File: src/core/mpas_pkg.sv
// microprogram address sequencer: shared widths, codes, carriers
// assumes one clock domain; all users write mpas_pkg::name
package mpas_pkg;

  localparam int ADDR_W = 10;
  localparam int STACK_DEPTH = 4;
  localparam int PTR_W = 2;
  localparam int FC_W = 3;
  localparam int SYNC_STAGES = 3;

  localparam logic [ADDR_W-1:0] ADDR_RST = 10'h000;
  localparam logic [ADDR_W-1:0] ADDR_ZERO = 10'h000;
  localparam logic [ADDR_W-1:0] ADDR_ONES = 10'h3FF;
  localparam logic [ADDR_W-1:0] STEP1 = 10'h001;
  localparam logic [ADDR_W-1:0] STEP2 = 10'h002;
  localparam logic [PTR_W-1:0] PTR_RST = 2'h0;
  localparam logic [PTR_W-1:0] PTR_STEP = 2'h1;
  localparam logic EN_N_RST = 1'h1;

  // sequencing function codes as seen on function_select
  typedef enum logic [FC_W-1:0] {
    FC_SKIP_IF_TRUE = 3'h0,
    FC_INCREMENT = 3'h1,
    FC_LOOP_BACK_IF_TRUE = 3'h2,
    FC_RETURN = 3'h3,
    FC_CALL_IF_TRUE = 3'h4,
    FC_SAVE_LOOP_TOP = 3'h5,
    FC_JUMP_IF_TRUE = 3'h6,
    FC_ZERO_ADDRESS = 3'h7
  } mpas_fc_t;

  // next-address multiplexer sources, one-hot
  typedef enum logic [4:0] {
    SRC_BRANCH = 5'h01,
    SRC_INC1 = 5'h02,
    SRC_INC2 = 5'h04,
    SRC_STACK = 5'h08,
    SRC_ZERO = 5'h10
  } mpas_src_t;

  typedef struct packed {
    mpas_fc_t fc;
    logic test;
    logic [ADDR_W-1:0] branch;
  } mpas_ctl_t;

  typedef struct packed {
    logic [ADDR_W-1:0] addr;
  } mpas_core_t;

  typedef struct packed {
    logic [SYNC_STAGES-1:0] chain;
    logic lvl;
  } mpas_sync_t;

endpackage : mpas_pkg

File: src/core/mpas_pin_sync.sv
// three-flop synchroniser for one level pin
// the level only moves once the second and third stages agree
`timescale 1ns/1ns
module mpas_pin_sync #(
  parameter logic RESET_VAL = 1'h1
) (
  input wire logic ref_clk,
  input wire logic rstn,
  input wire logic pin_in,
  output logic lvl_out
);

  mpas_pkg::mpas_sync_t st_q;
  mpas_pkg::mpas_sync_t st_d;

  // =========================================================
  // next state
  always_comb begin
    st_d = st_q;
    st_d.chain = {st_q.chain[mpas_pkg::SYNC_STAGES-2:0], pin_in};
    // stage 0 feeds only stage 1; the agreement looks at stages 1 and 2
    if (st_q.chain[1] == st_q.chain[2]) begin
      st_d.lvl = st_q.chain[2];
    end
  end

  always_ff @(posedge ref_clk or negedge rstn) begin
    if (!rstn) begin
      st_q <= {{mpas_pkg::SYNC_STAGES{RESET_VAL}}, RESET_VAL};
    end else begin
      st_q <= st_d;
    end
  end

  assign lvl_out = st_q.lvl;

endmodule : mpas_pin_sync

File: src/core/mpas_return_stack.sv
// four-entry lifo of return addresses with a wrapping pointer
// assumes push and pop never come in the same cycle
`timescale 1ns/1ns
module mpas_return_stack #(
  parameter int DEPTH = mpas_pkg::STACK_DEPTH,
  parameter int W = mpas_pkg::ADDR_W
) (
  input wire logic ref_clk,
  input wire logic rstn,
  input wire logic push,
  input wire logic pop,
  input wire logic [W-1:0] wr_data,
  output logic [W-1:0] top_data,
  output logic [mpas_pkg::PTR_W-1:0] ptr
);

  typedef struct packed {
    logic [DEPTH-1:0][W-1:0] entry;
    logic [mpas_pkg::PTR_W-1:0] ptr;
  } mpas_stack_t;

  mpas_stack_t st_q;
  mpas_stack_t st_d;
  logic [mpas_pkg::PTR_W-1:0] top_idx;

  // pointer names the next free slot, so the newest entry sits one below;
  // on an empty stack this wraps to the fourth slot, whose content is stale
  assign top_idx = st_q.ptr - mpas_pkg::PTR_STEP;
  assign top_data = st_q.entry[top_idx];
  assign ptr = st_q.ptr;

  // =========================================================
  // next state
  always_comb begin
    st_d = st_q;
    for (int i = 0; i < DEPTH; i++) begin
      // a push on a full stack lands on the oldest slot
      if (push && (st_q.ptr == i[mpas_pkg::PTR_W-1:0])) begin
        st_d.entry[i] = wr_data;
      end
    end
    if (push) begin
      st_d.ptr = st_q.ptr + mpas_pkg::PTR_STEP;
    end else if (pop) begin
      st_d.ptr = st_q.ptr - mpas_pkg::PTR_STEP;
    end
  end

  always_ff @(posedge ref_clk or negedge rstn) begin
    if (!rstn) begin
      st_q <= '0;
    end else begin
      st_q <= st_d;
    end
  end

endmodule : mpas_return_stack

File: src/core/mpas_sequencer.sv
// microprogram address sequencer top: address register, next-address
// multiplexer, return stack and three-state address output control
// assumes function_select, test_cond and branch_target_in come from the
// microprogram memory and status logic on ref_clk, settled before the edge
`timescale 1ns/1ns
module mpas_sequencer #(
  parameter int ADDR_W = mpas_pkg::ADDR_W,
  parameter int STACK_DEPTH = mpas_pkg::STACK_DEPTH
) (
  input wire logic ref_clk,
  input wire logic rstn,
  input wire logic [mpas_pkg::FC_W-1:0] function_select,
  input wire logic test_cond,
  input wire logic [ADDR_W-1:0] branch_target_in,
  input wire logic out_en_n,
  output logic [ADDR_W-1:0] next_address_out,
  output logic next_address_oe,
  output logic [mpas_pkg::PTR_W-1:0] stack_ptr
);

  // =========================================================
  // decode helpers
  // push and pop are each needed only for the stack; the checks decode ctl.fc again

  function automatic mpas_pkg::mpas_src_t pick_source(
    input mpas_pkg::mpas_fc_t fc,
    input logic test
  );
    mpas_pkg::mpas_src_t src;
    src = mpas_pkg::SRC_INC1;
    case (fc)
      mpas_pkg::FC_SKIP_IF_TRUE: begin
        src = test ? mpas_pkg::SRC_INC2 : mpas_pkg::SRC_INC1;
      end
      mpas_pkg::FC_INCREMENT: begin
        src = mpas_pkg::SRC_INC1;
      end
      mpas_pkg::FC_LOOP_BACK_IF_TRUE: begin
        src = test ? mpas_pkg::SRC_STACK : mpas_pkg::SRC_INC1;
      end
      mpas_pkg::FC_RETURN: begin
        src = mpas_pkg::SRC_STACK;
      end
      mpas_pkg::FC_CALL_IF_TRUE: begin
        src = test ? mpas_pkg::SRC_BRANCH : mpas_pkg::SRC_INC1;
      end
      mpas_pkg::FC_SAVE_LOOP_TOP: begin
        src = mpas_pkg::SRC_INC1;
      end
      mpas_pkg::FC_JUMP_IF_TRUE: begin
        src = test ? mpas_pkg::SRC_BRANCH : mpas_pkg::SRC_INC1;
      end
      mpas_pkg::FC_ZERO_ADDRESS: begin
        src = mpas_pkg::SRC_ZERO;
      end
      default: begin
        src = mpas_pkg::SRC_INC1;
      end
    endcase
    return src;
  endfunction : pick_source

  function automatic logic does_push(
    input mpas_pkg::mpas_fc_t fc,
    input logic test
  );
    return (fc == mpas_pkg::FC_CALL_IF_TRUE && test) ||
           (fc == mpas_pkg::FC_SAVE_LOOP_TOP);
  endfunction : does_push

  // loop-back pops whatever the test says; only the address differs
  function automatic logic does_pop(
    input mpas_pkg::mpas_fc_t fc
  );
    return (fc == mpas_pkg::FC_LOOP_BACK_IF_TRUE) ||
           (fc == mpas_pkg::FC_RETURN);
  endfunction : does_pop

  // =========================================================
  // inputs and state

  mpas_pkg::mpas_ctl_t ctl;
  mpas_pkg::mpas_core_t st_q;
  mpas_pkg::mpas_core_t st_d;
  mpas_pkg::mpas_src_t src;
  logic push;
  logic pop;
  logic [ADDR_W-1:0] push_data;
  logic [ADDR_W-1:0] top_data;
  logic [ADDR_W-1:0] addr_inc1;
  logic [ADDR_W-1:0] addr_inc2;
  logic en_n_lvl;

  assign ctl.fc = mpas_pkg::mpas_fc_t'(function_select);
  assign ctl.test = test_cond;
  assign ctl.branch = branch_target_in;

  // =========================================================
  // next-address arithmetic
  // sums are cut to the register width so the counter wraps

  assign addr_inc1 = ADDR_W'(st_q.addr + mpas_pkg::STEP1);
  assign addr_inc2 = ADDR_W'(st_q.addr + mpas_pkg::STEP2);

  // =========================================================
  // function decode

  always_comb begin
    src = pick_source(ctl.fc, ctl.test);
    push = does_push(ctl.fc, ctl.test);
    pop = does_pop(ctl.fc);
    // a call saves the return point, a loop top saves itself
    if (ctl.fc == mpas_pkg::FC_SAVE_LOOP_TOP) begin
      push_data = st_q.addr;
    end else begin
      push_data = addr_inc1;
    end
  end

  // =========================================================
  // address register

  always_comb begin
    st_d = st_q;
    case (src)
      mpas_pkg::SRC_BRANCH: begin
        st_d.addr = ctl.branch;
      end
      mpas_pkg::SRC_INC1: begin
        st_d.addr = addr_inc1;
      end
      mpas_pkg::SRC_INC2: begin
        st_d.addr = addr_inc2;
      end
      mpas_pkg::SRC_STACK: begin
        st_d.addr = top_data;
      end
      mpas_pkg::SRC_ZERO: begin
        st_d.addr = mpas_pkg::ADDR_ZERO;
      end
      default: begin
        st_d.addr = addr_inc1;
      end
    endcase
  end

  // the reset pin only gives simulation a known start; in the field the
  // zero-address code does the initialising
  always_ff @(posedge ref_clk or negedge rstn) begin
    if (!rstn) begin
      st_q <= '{addr: mpas_pkg::ADDR_RST};
    end else begin
      st_q <= st_d;
    end
  end

  // =========================================================
  // return stack

  mpas_return_stack #(
    .DEPTH(STACK_DEPTH),
    .W(ADDR_W)
  ) u_stack (
    .ref_clk(ref_clk),
    .rstn(rstn),
    .push(push),
    .pop(pop),
    .wr_data(push_data),
    .top_data(top_data),
    .ptr(stack_ptr)
  );

  // =========================================================
  // output drivers
  // the enable gates only the drivers; nothing above reads it

  mpas_pin_sync #(
    .RESET_VAL(mpas_pkg::EN_N_RST)
  ) u_en_sync (
    .ref_clk(ref_clk),
    .rstn(rstn),
    .pin_in(out_en_n),
    .lvl_out(en_n_lvl)
  );

  assign next_address_out = st_q.addr;
  assign next_address_oe = !en_n_lvl;
endmodule : mpas_sequencer

File: config.mk
export PLATFORM = sky130hd
export DESIGN_NAME = mpas_sequencer
export DESIGN_NICKNAME = d
export VERILOG_FILES = /design/src/core/mpas_pkg.sv /design/src/core/mpas_pin_sync.sv /design/src/core/mpas_return_stack.sv /design/src/core/mpas_sequencer.sv
export SDC_FILE = /design/constraint.sdc
export NUM_CORES = 1
export LEC_CHECK = 0
export BUFFER_PORTS_ARGS = -buffer_cell sky130_fd_sc_hd__buf_2
export CORE_UTILIZATION = 50
export CTS_CLUSTER_DIAMETER = 50
export DETAILED_ROUTE_END_ITERATION = 8
export GPL_TIMING_DRIVEN = 1
export PLACE_DENSITY = 0.69
export REMOVE_ABC_BUFFERS = 1
export SYNTH_ARGS = -nofsm -noshare
export SYNTH_HDL_FRONTEND = slang
export SYNTH_SLANG_ARGS = --single-unit
File: constraint.sdc
create_clock -name ref_clk -period 6.95 [get_ports ref_clk]
set_clock_uncertainty 0.15 [all_clocks]
set_input_delay 0 -clock ref_clk [delete_from_list [all_inputs] [get_ports ref_clk]]
set_output_delay 0 -clock ref_clk [all_outputs]
set_load 0.02 [all_outputs]
==> results of run 1 <==
-- flip-flops by register name (all words and copies together), names as in the netlist --
signal             cells
u_en_sync.lvl_out      1
u_stack.ptr            2
u_en_sync.st_d         2
u_stack.st_q          40
next_address_out      10
u_en_sync.st_q         1
-- synth_stat cells, types with 2 or more instances --
library cell  count  area [um2]
a21oi_1           2        10.0
a221oi_1          3        26.3
a222oi_1          2        20.0
a22oi_1           6        45.0
buf_2             9        45.0
buf_4             2        15.0
buf_6             2        22.5
clkbuf_1          8        30.0
dfrtp_1          52        1300
dfstp_2           4         105
ha_1              6        75.1
inv_1             6        22.5
mux2i_1           2        20.0
mux4_2           10         225
nand2_1          55         206
nand3_1           8        40.0
nand4_1           3        18.8
nor2_1            8        30.0
nor2b_1           2        12.5
nor3_1            4        20.0
nor3_2            3        30.0
o211ai_1          2        15.0
o21ai_0          38         190
o21ai_1           6        30.0
xnor2_1          15         131
xor2_1            2        17.5
-- cells in the final DEF (no fill, tap or decap), drive strengths merged, types with 2 or more instances in the layout --
cell	n
nor4b	2
clkbuf	6
dlygate4sd3	10
xor2	2
dfrtp	52
a222oi	2
dfstp	4
nand4	3
nand3	9
buf	30
a221oi	3
mux2i	2
and3b	2
nor3	7
nor4	2
clkinvlp	2
mux4	10
nand2	55
ha	6
a21oi	2
xnor2	15
a22oi	6
o211ai	2
o21ai	44
nor2	8
nor2b	2
inv	6
-- worst max-delay path, stage by stage (launching register included) --
cell	delay, ns
dfrtp_1	0.90
inv_1	0.22
ha_1	0.74
mux4_2	0.39
a311o_1	0.38
nor3b_1	0.23
nor3_1	0.08
-- area by class of cell --
cell class / count / area, um2 / area share, %
multi-input cells: 202 / 1410 / 43.0
flip-flops and latches: 56 / 1410 / 42.9
repair buffers: 40 / 253 / 7.71
well taps: 72 / 90.1 / 2.75
clock buffers: 6 / 82.6 / 2.52
inverters: 6 / 22.5 / 0.687
clock inverters: 2 / 15.0 / 0.458
-- cells by family after synthesis --
kind of cell	count (synthesis)	synth area share (%)
adders and majority gates	7	2.88
and+or+nand+nor	98	17.3
DFF	56	47.6
buffers and inverters	27	4.58
AOI/OAI and AO/OA	67	13.8
xor gates and xnor gates	17	5.04
muxes	13	8.69
-- per-stage QoR --
stage | util, % | instance area (um2) | hold slack, ns | total power, W | worst slack, ns
final | 58.5 | 3280 | 0.000751 | 0.00125 | 3.75
after global routing | 58.5 | 3280 | 0.0206 | 0.00134 | 3.46
after CTS | 58.5 | 3280 | 0.00233 | 0.00125 | 3.78
after detailed placement | 55.0 | 3080 | -0.0357 | 0.00105 | 3.82
after global placement | 55.0 | 3080 | -0.0453 | 0.00103 | 3.89
after floorplan | - | 2840 | -0.446 | 0.000905 | 4.21
-- metal layers --
metal	global-route usage [%]	vias to the layer above
met5	0	-
met2	38.3	57
met4	9.82	0
met1	34.3	1111
met3	3.91	19
li1	-	1059
-- how the worst max path moves through the flow --
stage                    from                  end  slack (ns)
6_report       u_stack.ptr[0]  next_address_out[4]        3.75
3_5_place_dp   u_stack.ptr[0]  next_address_out[4]        3.82
5_1_grt        u_stack.ptr[0]  next_address_out[4]        3.46
3_3_place_gp   u_stack.ptr[0]  next_address_out[4]        3.89
2_1_floorplan  u_stack.ptr[0]  next_address_out[4]        4.21
4_1_cts        u_stack.ptr[0]  next_address_out[4]        3.78
-- what timing repair did --
| item | CTS | global route |
|---|---|---|
| buffers inserted | 0 | 0 |
| hold buffers | 10 | 0 |
| hold endpoints to repair | 61 | 0 |
-- power by group --
group	switching, W	internal [W]	total, W
logic	0.000247	0.000223	0.000470
registers	0.000131	0.000456	0.000587
clock network	0.000111	0.0000809	0.000191
==> impl_results.html, run 1 <==
<table>
<tr><th>Metric</th><th>Value</th></tr>
<tr><th colspan="2">Worst setup path</th></tr>
<tr><td>Critical Path Sink Type</td><td>flip-flop</td></tr>
<tr><td>Required time of the critical path</td><td>about 7 ns</td></tr>
<tr><td>Crit Path Category</td><td>flip-flop to flip-flop</td></tr>
<tr><td>Logic depth of the worst register-to-register path</td><td>6</td></tr>
<tr><td>Max FO, Critical Path</td><td>14</td></tr>
<tr><td>Reg-to-reg setup timing slack</td><td>about 3.7 ns</td></tr>
<tr><td>Critical R2R Capture</td><td>next_address_out[4]</td></tr>
<tr><td>Worst Setup Start Kind</td><td>flip-flop</td></tr>
<tr><td>Arrival @ worst endpoint</td><td>approximately 3.3 ns</td></tr>
<tr><td>Crit Reg-Reg Startpoint</td><td>u_stack.ptr[0]</td></tr>
<tr><th colspan="2">Logic synthesis</th></tr>
<tr><td>Cell count after synthesis</td><td>285</td></tr>
<tr><td>Number of distinct library cells after synthesis</td><td>between 50 and 60</td></tr>
<tr><td>Yosys warnings</td><td>0</td></tr>
<tr><td>Average size of a mapped cell</td><td>10.4 um2</td></tr>
<tr><td>Post-synth EDFFs</td><td>0</td></tr>
<tr><td>Share of flip-flops with an asynchronous set or reset after synthesis</td><td>100%</td></tr>
<tr><td>Post-Syn Area</td><td>2950 um2</td></tr>
<tr><td>Total of flip-flops plus latches after synthesis</td><td>between 50 and 60</td></tr>
<tr><td>Sequential-to-total area share from yosys stat</td><td>47.6%</td></tr>
<tr><td>Most frequently used flop master after synthesis</td><td>dfrtp_1</td></tr>
<tr><th colspan="2">STA</th></tr>
<tr><td>Total count of hold-check failures in the final report</td><td>0</td></tr>
<tr><td>Aggregate negative setup slack</td><td>0 ns</td></tr>
<tr><td>Pins over their slew limit</td><td>0</td></tr>
<tr><td>Maximum clock frequency</td><td>312 MHz</td></tr>
<tr><td>RSZ-0062 raised after global routing</td><td>no</td></tr>
<tr><td>Relative slew slack</td><td>40.7%</td></tr>
<tr><td>Final setup violation count</td><td>0</td></tr>
<tr><td>Period utilisation layout</td><td>46.1%</td></tr>
<tr><td>Min Clock Period, post-route</td><td>3.20 ns</td></tr>
<tr><td>Worst slew pin tran</td><td>0.865 ns</td></tr>
<tr><th colspan="2">Global routing</th></tr>
<tr><td>Vias in the first global route</td><td>roughly 2,200</td></tr>
<tr><td>Final global-route overflow total</td><td>0</td></tr>
<tr><td>Maximum number of pins on one net before global-route repair</td><td>57</td></tr>
<tr><td>Global-route wire length before repair</td><td>11,300 um</td></tr>
<tr><td>Total GRT Usage</td><td>between 20% and 30%</td></tr>
<tr><td>Antenna violations before repair</td><td>0</td></tr>
<tr><th colspan="2">Min path</th></tr>
<tr><td>Worst hold path cell count</td><td>3</td></tr>
<tr><td>Origin of the worst min-delay path</td><td>function_select[2]</td></tr>
<tr><td>Endpoint of the worst hold-timing path</td><td>u_stack.ptr[1]</td></tr>
<tr><td>Worst min-delay path category</td><td>input port to flip-flop</td></tr>
<tr><th colspan="2">Clock tree</th></tr>
<tr><td>Count of clock tree sinks</td><td>56</td></tr>
<tr><td>TritonCTS clock tree</td><td>done</td></tr>
<tr><td>Clk pin slew, worst setup/hold paths</td><td>roughly 0.10 ns</td></tr>
<tr><td>CTS H-tree lvls</td><td>2</td></tr>
<tr><td>Clk root buf</td><td>clkbuf_8</td></tr>
<tr><td>Buffer depth of the longest clock path</td><td>2</td></tr>
<tr><td>Cells resized by post-CTS repair</td><td>0</td></tr>
<tr><td>Number of buffers created by CTS</td><td>5</td></tr>
<tr><td>Source-to-sink clock delay at the later pin of the worst-skew pair</td><td>0.32 ns</td></tr>
<tr><th colspan="2">Drt</th></tr>
<tr><td>Total via count in the routed design</td><td>2,246</td></tr>
<tr><td>Topmost layer with routed signal wires</td><td>met4</td></tr>
<tr><td>Met3 Routed Length</td><td>301 um</td></tr>
<tr><td>DRC errors left</td><td>0</td></tr>
<tr><td>Initial DRT Pass Iterations</td><td>4</td></tr>
<tr><td>Wire length per cell</td><td>17.9 um</td></tr>
<tr><td>Detailed-routing wirelength on met1</td><td>~3100 um</td></tr>
<tr><td>Met2 routed wirelength</td><td>3250 um</td></tr>
<tr><td>Drt first-iter violations</td><td>approximately 120</td></tr>
<tr><td>Post-detailed-route via-to-cell ratio</td><td>5.85</td></tr>
<tr><td>Routed Antenna Nets</td><td>0</td></tr>
<tr><td>Final Routed Wirelength</td><td>around 6900 um</td></tr>
<tr><th colspan="2">Placement</th></tr>
<tr><td>Routability-driven placement congestion ratio</td><td>0.798</td></tr>
<tr><td>Placed cell count</td><td>366</td></tr>
<tr><td>Number of input and output port buffers inserted</td><td>29</td></tr>
<tr><td>HPWL after detailed placement</td><td>4440 um</td></tr>
<tr><th colspan="2">Cells and area</th></tr>
<tr><td>Number of fill cells</td><td>517</td></tr>
<tr><td>Proportion of layout cells with a drive suffix above 1</td><td>20.5%</td></tr>
<tr><td>Post-Layout Cell Count</td><td>approximately 380</td></tr>
<tr><td>Diode count</td><td>0</td></tr>
<tr><td>Net count, final</td><td>334</td></tr>
<tr><td>Area growth syn-to-layout</td><td>11.1%</td></tr>
<tr><th colspan="2">Die</th></tr>
<tr><td>Die ar.</td><td>6210 um2</td></tr>
<tr><td>Initial core utilization</td><td>52.6%</td></tr>
<tr><td>Horiz. Die Dim</td><td>between 70 and 80 um</td></tr>
<tr><td># IOs</td><td>30</td></tr>
<tr><td>Core outline area</td><td>5610 um2</td></tr>
<tr><td>Core Rows</td><td>27</td></tr>
<tr><td>Die span in y</td><td>about 80 um</td></tr>
<tr><th colspan="2">Pwr</th></tr>
<tr><td>Static leakage power</td><td>1.41 nW</td></tr>
<tr><td>Worst IR drop on VDD</td><td>0.000197 V</td></tr>
<tr><td>Power density of the placed cells</td><td>381 nW/um2</td></tr>
<tr><th colspan="2">Outcome</th></tr>
<tr><td>Outcome</td><td>complete, no violations</td></tr>
<tr><th colspan="2">Run</th></tr>
<tr><td>Number of maximum-capacitance violations</td><td>0</td></tr>
</table>
(Power assumes the default switching activity.)
==> run 2, diff against run 1 <==
--- a/config.mk
+++ b/config.mk
@@ -10,7 +10,7 @@
 export CTS_CLUSTER_DIAMETER = 50
 export DETAILED_ROUTE_END_ITERATION = 8
 export GPL_TIMING_DRIVEN = 1
-export PLACE_DENSITY = 0.69
+export PLACE_DENSITY = 0.72
 export REMOVE_ABC_BUFFERS = 1
 export SYNTH_ARGS = -nofsm -noshare
 export SYNTH_HDL_FRONTEND = slang
==> constraint.sdc (replaced) <==
create_clock -name ref_clk -period 2.65 [get_ports ref_clk]
set_clock_uncertainty 0.15 [all_clocks]
set_input_delay 0 -clock ref_clk [delete_from_list [all_inputs] [get_ports ref_clk]]
set_output_delay 0 -clock ref_clk [all_outputs]
set_load 0.02 [all_outputs]
==> impl_results.html, run 2 (synthesis gave the netlist of run 1 again) <==
<table>
<tr><th>Metric</th><th>Value</th></tr>
<tr><th colspan="2">Outcome</th></tr>
<tr><td>Outcome</td><td>complete, no violations</td></tr>
<tr><th colspan="2">Drt</th></tr>
<tr><td>Total via count in the routed design</td><td>2,196</td></tr>
<tr><td>Wire length per cell</td><td>about 17 um</td></tr>
<tr><td>Initial DRT Pass Iterations</td><td>4</td></tr>
<tr><td>DRC errors left</td><td>0</td></tr>
<tr><td>Post-detailed-route via-to-cell ratio</td><td>5.65</td></tr>
<tr><td>Drt first-iter violations</td><td>221</td></tr>
<tr><td>Final Routed Wirelength</td><td>6570 um</td></tr>
<tr><td>Routed Antenna Nets</td><td>0</td></tr>
<tr><th colspan="2">Placement</th></tr>
<tr><td>Placed cell count</td><td>369</td></tr>
<tr><td>Number of input and output port buffers inserted</td><td>29</td></tr>
<tr><td>HPWL after detailed placement</td><td>4350 um</td></tr>
<tr><td>Routability-driven placement congestion ratio</td><td>a little under 0.9</td></tr>
<tr><td>Total placed instance area</td><td>3100 um2</td></tr>
<tr><td>Pre-CTS setup slack</td><td>0.443 ns</td></tr>
<tr><th colspan="2">Worst setup path</th></tr>
<tr><td>Worst Setup Start Kind</td><td>flip-flop</td></tr>
<tr><td>Critical Path Sink Type</td><td>flip-flop</td></tr>
<tr><td>Max FO, Critical Path</td><td>7</td></tr>
<tr><td>Start point of the critical path</td><td>u_stack.ptr[1]</td></tr>
<tr><td>Crit Reg-Reg Startpoint</td><td>u_stack.ptr[1]</td></tr>
<tr><td>Required time of the critical path</td><td>2.71 ns</td></tr>
<tr><td>Crit Path Category</td><td>flip-flop to flip-flop</td></tr>
<tr><td>Logic depth of the worst register-to-register path</td><td>6</td></tr>
<tr><td>Arrival @ worst endpoint</td><td>2.29 ns</td></tr>
<tr><th colspan="2">STA</th></tr>
<tr><td>Aggregate negative setup slack</td><td>0 ns</td></tr>
<tr><td>Min Clock Period, post-route</td><td>about 2.2 ns</td></tr>
<tr><td>Relative slew slack</td><td>45.9%</td></tr>
<tr><td>Period utilisation layout</td><td>83.9%</td></tr>
<tr><td>Pins over their slew limit</td><td>0</td></tr>
<tr><td>Maximum clock frequency</td><td>450 MHz</td></tr>
<tr><td>Final setup violation count</td><td>0</td></tr>
<tr><td>Total count of hold-check failures in the final report</td><td>0</td></tr>
<tr><td>Post-layout worst setup margin</td><td>0.428 ns</td></tr>
<tr><td>Worst slew pin tran</td><td>0.810 ns</td></tr>
<tr><td>Final hold slack</td><td>0.0246 ns</td></tr>
<tr><td>RSZ-0062 raised after global routing</td><td>no</td></tr>
<tr><th colspan="2">Global routing</th></tr>
<tr><td>Total GRT Usage</td><td>24.0%</td></tr>
<tr><td>Maximum number of pins on one net before global-route repair</td><td>57</td></tr>
<tr><td>Antenna violations before repair</td><td>0</td></tr>
<tr><td>Global-route wire length before repair</td><td>11,300 um</td></tr>
<tr><td>Final global-route overflow total</td><td>0</td></tr>
<tr><td>Vias in the first global route</td><td>2,200</td></tr>
<tr><th colspan="2">Pwr</th></tr>
<tr><td>Share of power burned in registers</td><td>between 40% and 50%</td></tr>
<tr><td>Power share of the combinational group</td><td>39.2%</td></tr>
<tr><td>Proportion of power drawn by the clock network</td><td>17.3%</td></tr>
<tr><td>Static leakage power</td><td>1.45 nW</td></tr>
<tr><td>Worst IR drop on VDD</td><td>0.000498 V</td></tr>
<tr><td>Internal power</td><td>0.00210 W</td></tr>
<tr><td>Power density of the placed cells</td><td>approximately 1000 nW/um2</td></tr>
<tr><td>Switching share of total power</td><td>about 38%</td></tr>
<tr><td>Net Sw Power</td><td>0.00128 W</td></tr>
<tr><th colspan="2">Clock tree</th></tr>
<tr><td>CTS H-tree lvls</td><td>2</td></tr>
<tr><td>TritonCTS clock tree</td><td>done</td></tr>
<tr><td>Cells resized by post-CTS repair</td><td>0</td></tr>
<tr><td>Clk root buf</td><td>clkbuf_8</td></tr>
<tr><td>Count of clock tree sinks</td><td>between 50 and 60</td></tr>
<tr><td>Clk pin slew, worst setup/hold paths</td><td>about 0.11 ns</td></tr>
<tr><td>Number of buffers created by CTS</td><td>5</td></tr>
<tr><td>Buffer depth of the longest clock path</td><td>2</td></tr>
<tr><td>Source-to-sink clock delay at the later pin of the worst-skew pair</td><td>about 0.32 ns</td></tr>
<tr><th colspan="2">Cells and area</th></tr>
<tr><td>Final Cell Area</td><td>3340 um2</td></tr>
<tr><td>Flip-flop count of the largest register after layout</td><td>40</td></tr>
<tr><td>Net count, final</td><td>339</td></tr>
<tr><td>Area growth syn-to-layout</td><td>13.1%</td></tr>
<tr><td>Number of fill cells</td><td>503</td></tr>
<tr><td>Diode count</td><td>0</td></tr>
<tr><td>Post-Layout Cell Count</td><td>389</td></tr>
<tr><td>Proportion of layout cells with a drive suffix above 1</td><td>21.1%</td></tr>
<tr><td>Commonest non-fill, non-tap cell in the layout</td><td>nand2_1</td></tr>
<tr><td>Most flop-heavy register</td><td>u_stack.st_q</td></tr>
<tr><td>Leading cell types in the layout, fill and taps excluded</td><td>nand2_1 (55), dfrtp_1 (52), o21ai_0 (38)</td></tr>
<tr><th colspan="2">Die</th></tr>
<tr><td>Die ar.</td><td>6210 um2</td></tr>
<tr><td>Die span in y</td><td>78.8 um</td></tr>
<tr><td># IOs</td><td>30</td></tr>
<tr><td>Core outline area</td><td>5610 um2</td></tr>
<tr><td>Initial core utilization</td><td>52.6%</td></tr>
<tr><td>Horiz. Die Dim</td><td>78.8 um</td></tr>
<tr><td>Core Rows</td><td>27</td></tr>
<tr><th colspan="2">Min path</th></tr>
<tr><td>Worst min-delay path category</td><td>input port to flip-flop</td></tr>
<tr><td>Worst hold path cell count</td><td>3</td></tr>
<tr><td>Origin of the worst min-delay path</td><td>test_cond</td></tr>
<tr><th colspan="2">Run</th></tr>
<tr><td>Number of maximum-capacitance violations</td><td>0</td></tr>
</table>
-- run 2: worst max-delay path, stage by stage, from the launching register on --
cell	delay, ns
dfrtp_1	0.41
inv_1	0.09
ha_1	0.48
mux4_2	0.36
a311o_1	0.38
nor3b_1	0.18
nor3_1	0.08
-- run 2: routing by layer --
layer  part of all wire, %  global-route usage, %
met1                    46                   32.6
met2                    49                   39.9
met3                   3.9                   3.79
met4                   1.2                   6.91
met5                     0                      0
-- run 2: cell type report --
cell class                 count  area (um2)  share of cell area [%]
multi-input combinational    202        1410                    42.2
sequential                    56        1410                    42.1
timing repair buffer          45         295                    8.84
tap                           72        90.1                    2.70
clock buffer                   5        68.8                    2.06
clock inverter                 3        46.3                    1.39
inverter                       6        22.5                   0.674
-- run 2: stage by stage --
| step | power (W) | utilization, % |
|---|---|---|
| 5_1_grt | 0.00363 | 59.5 |
| 4_1_cts | 0.00340 | 59.5 |
| 3_5_place_dp | 0.00279 | 55.4 |
| 2_1_floorplan | 0.00237 | - |
| 3_3_place_gp | 0.00274 | 55.4 |
| 6_report | 0.00338 | 59.5 |
-- run 2: worst paths after layout --
check                           slack, ns                  end
worst min register to register       0.21    u_en_sync.st_d[3]
worst max-delay path                 0.43  next_address_out[4]
min in group asynchronous            0.19     u_stack.st_q[10]
worst min-delay path                 0.02  next_address_out[5]
worst max register to register       0.43  next_address_out[4]
max in group asynchronous            1.69  next_address_out[5]
-- run 2: timing repair --
| item | 4_1_cts | 5_1_grt |
|---|---|---|
| buffers inserted | 0 | 0 |
| hold buffers | 12 | 0 |
| endpoints found under the hold margin | 62 | 0 |
-- run 2: power by group through the flow --
stage | combinational, W | clock [W] | sequential, W
finish | 0.00133 | 0.000585 | 0.00147
global placement | 0.00127 | 0 | 0.00147
CTS | 0.00133 | 0.000594 | 0.00147
global route | 0.00148 | 0.000628 | 0.00152
detailed placement | 0.00131 | 0 | 0.00148
floorplan | 0.000841 | 0 | 0.00153
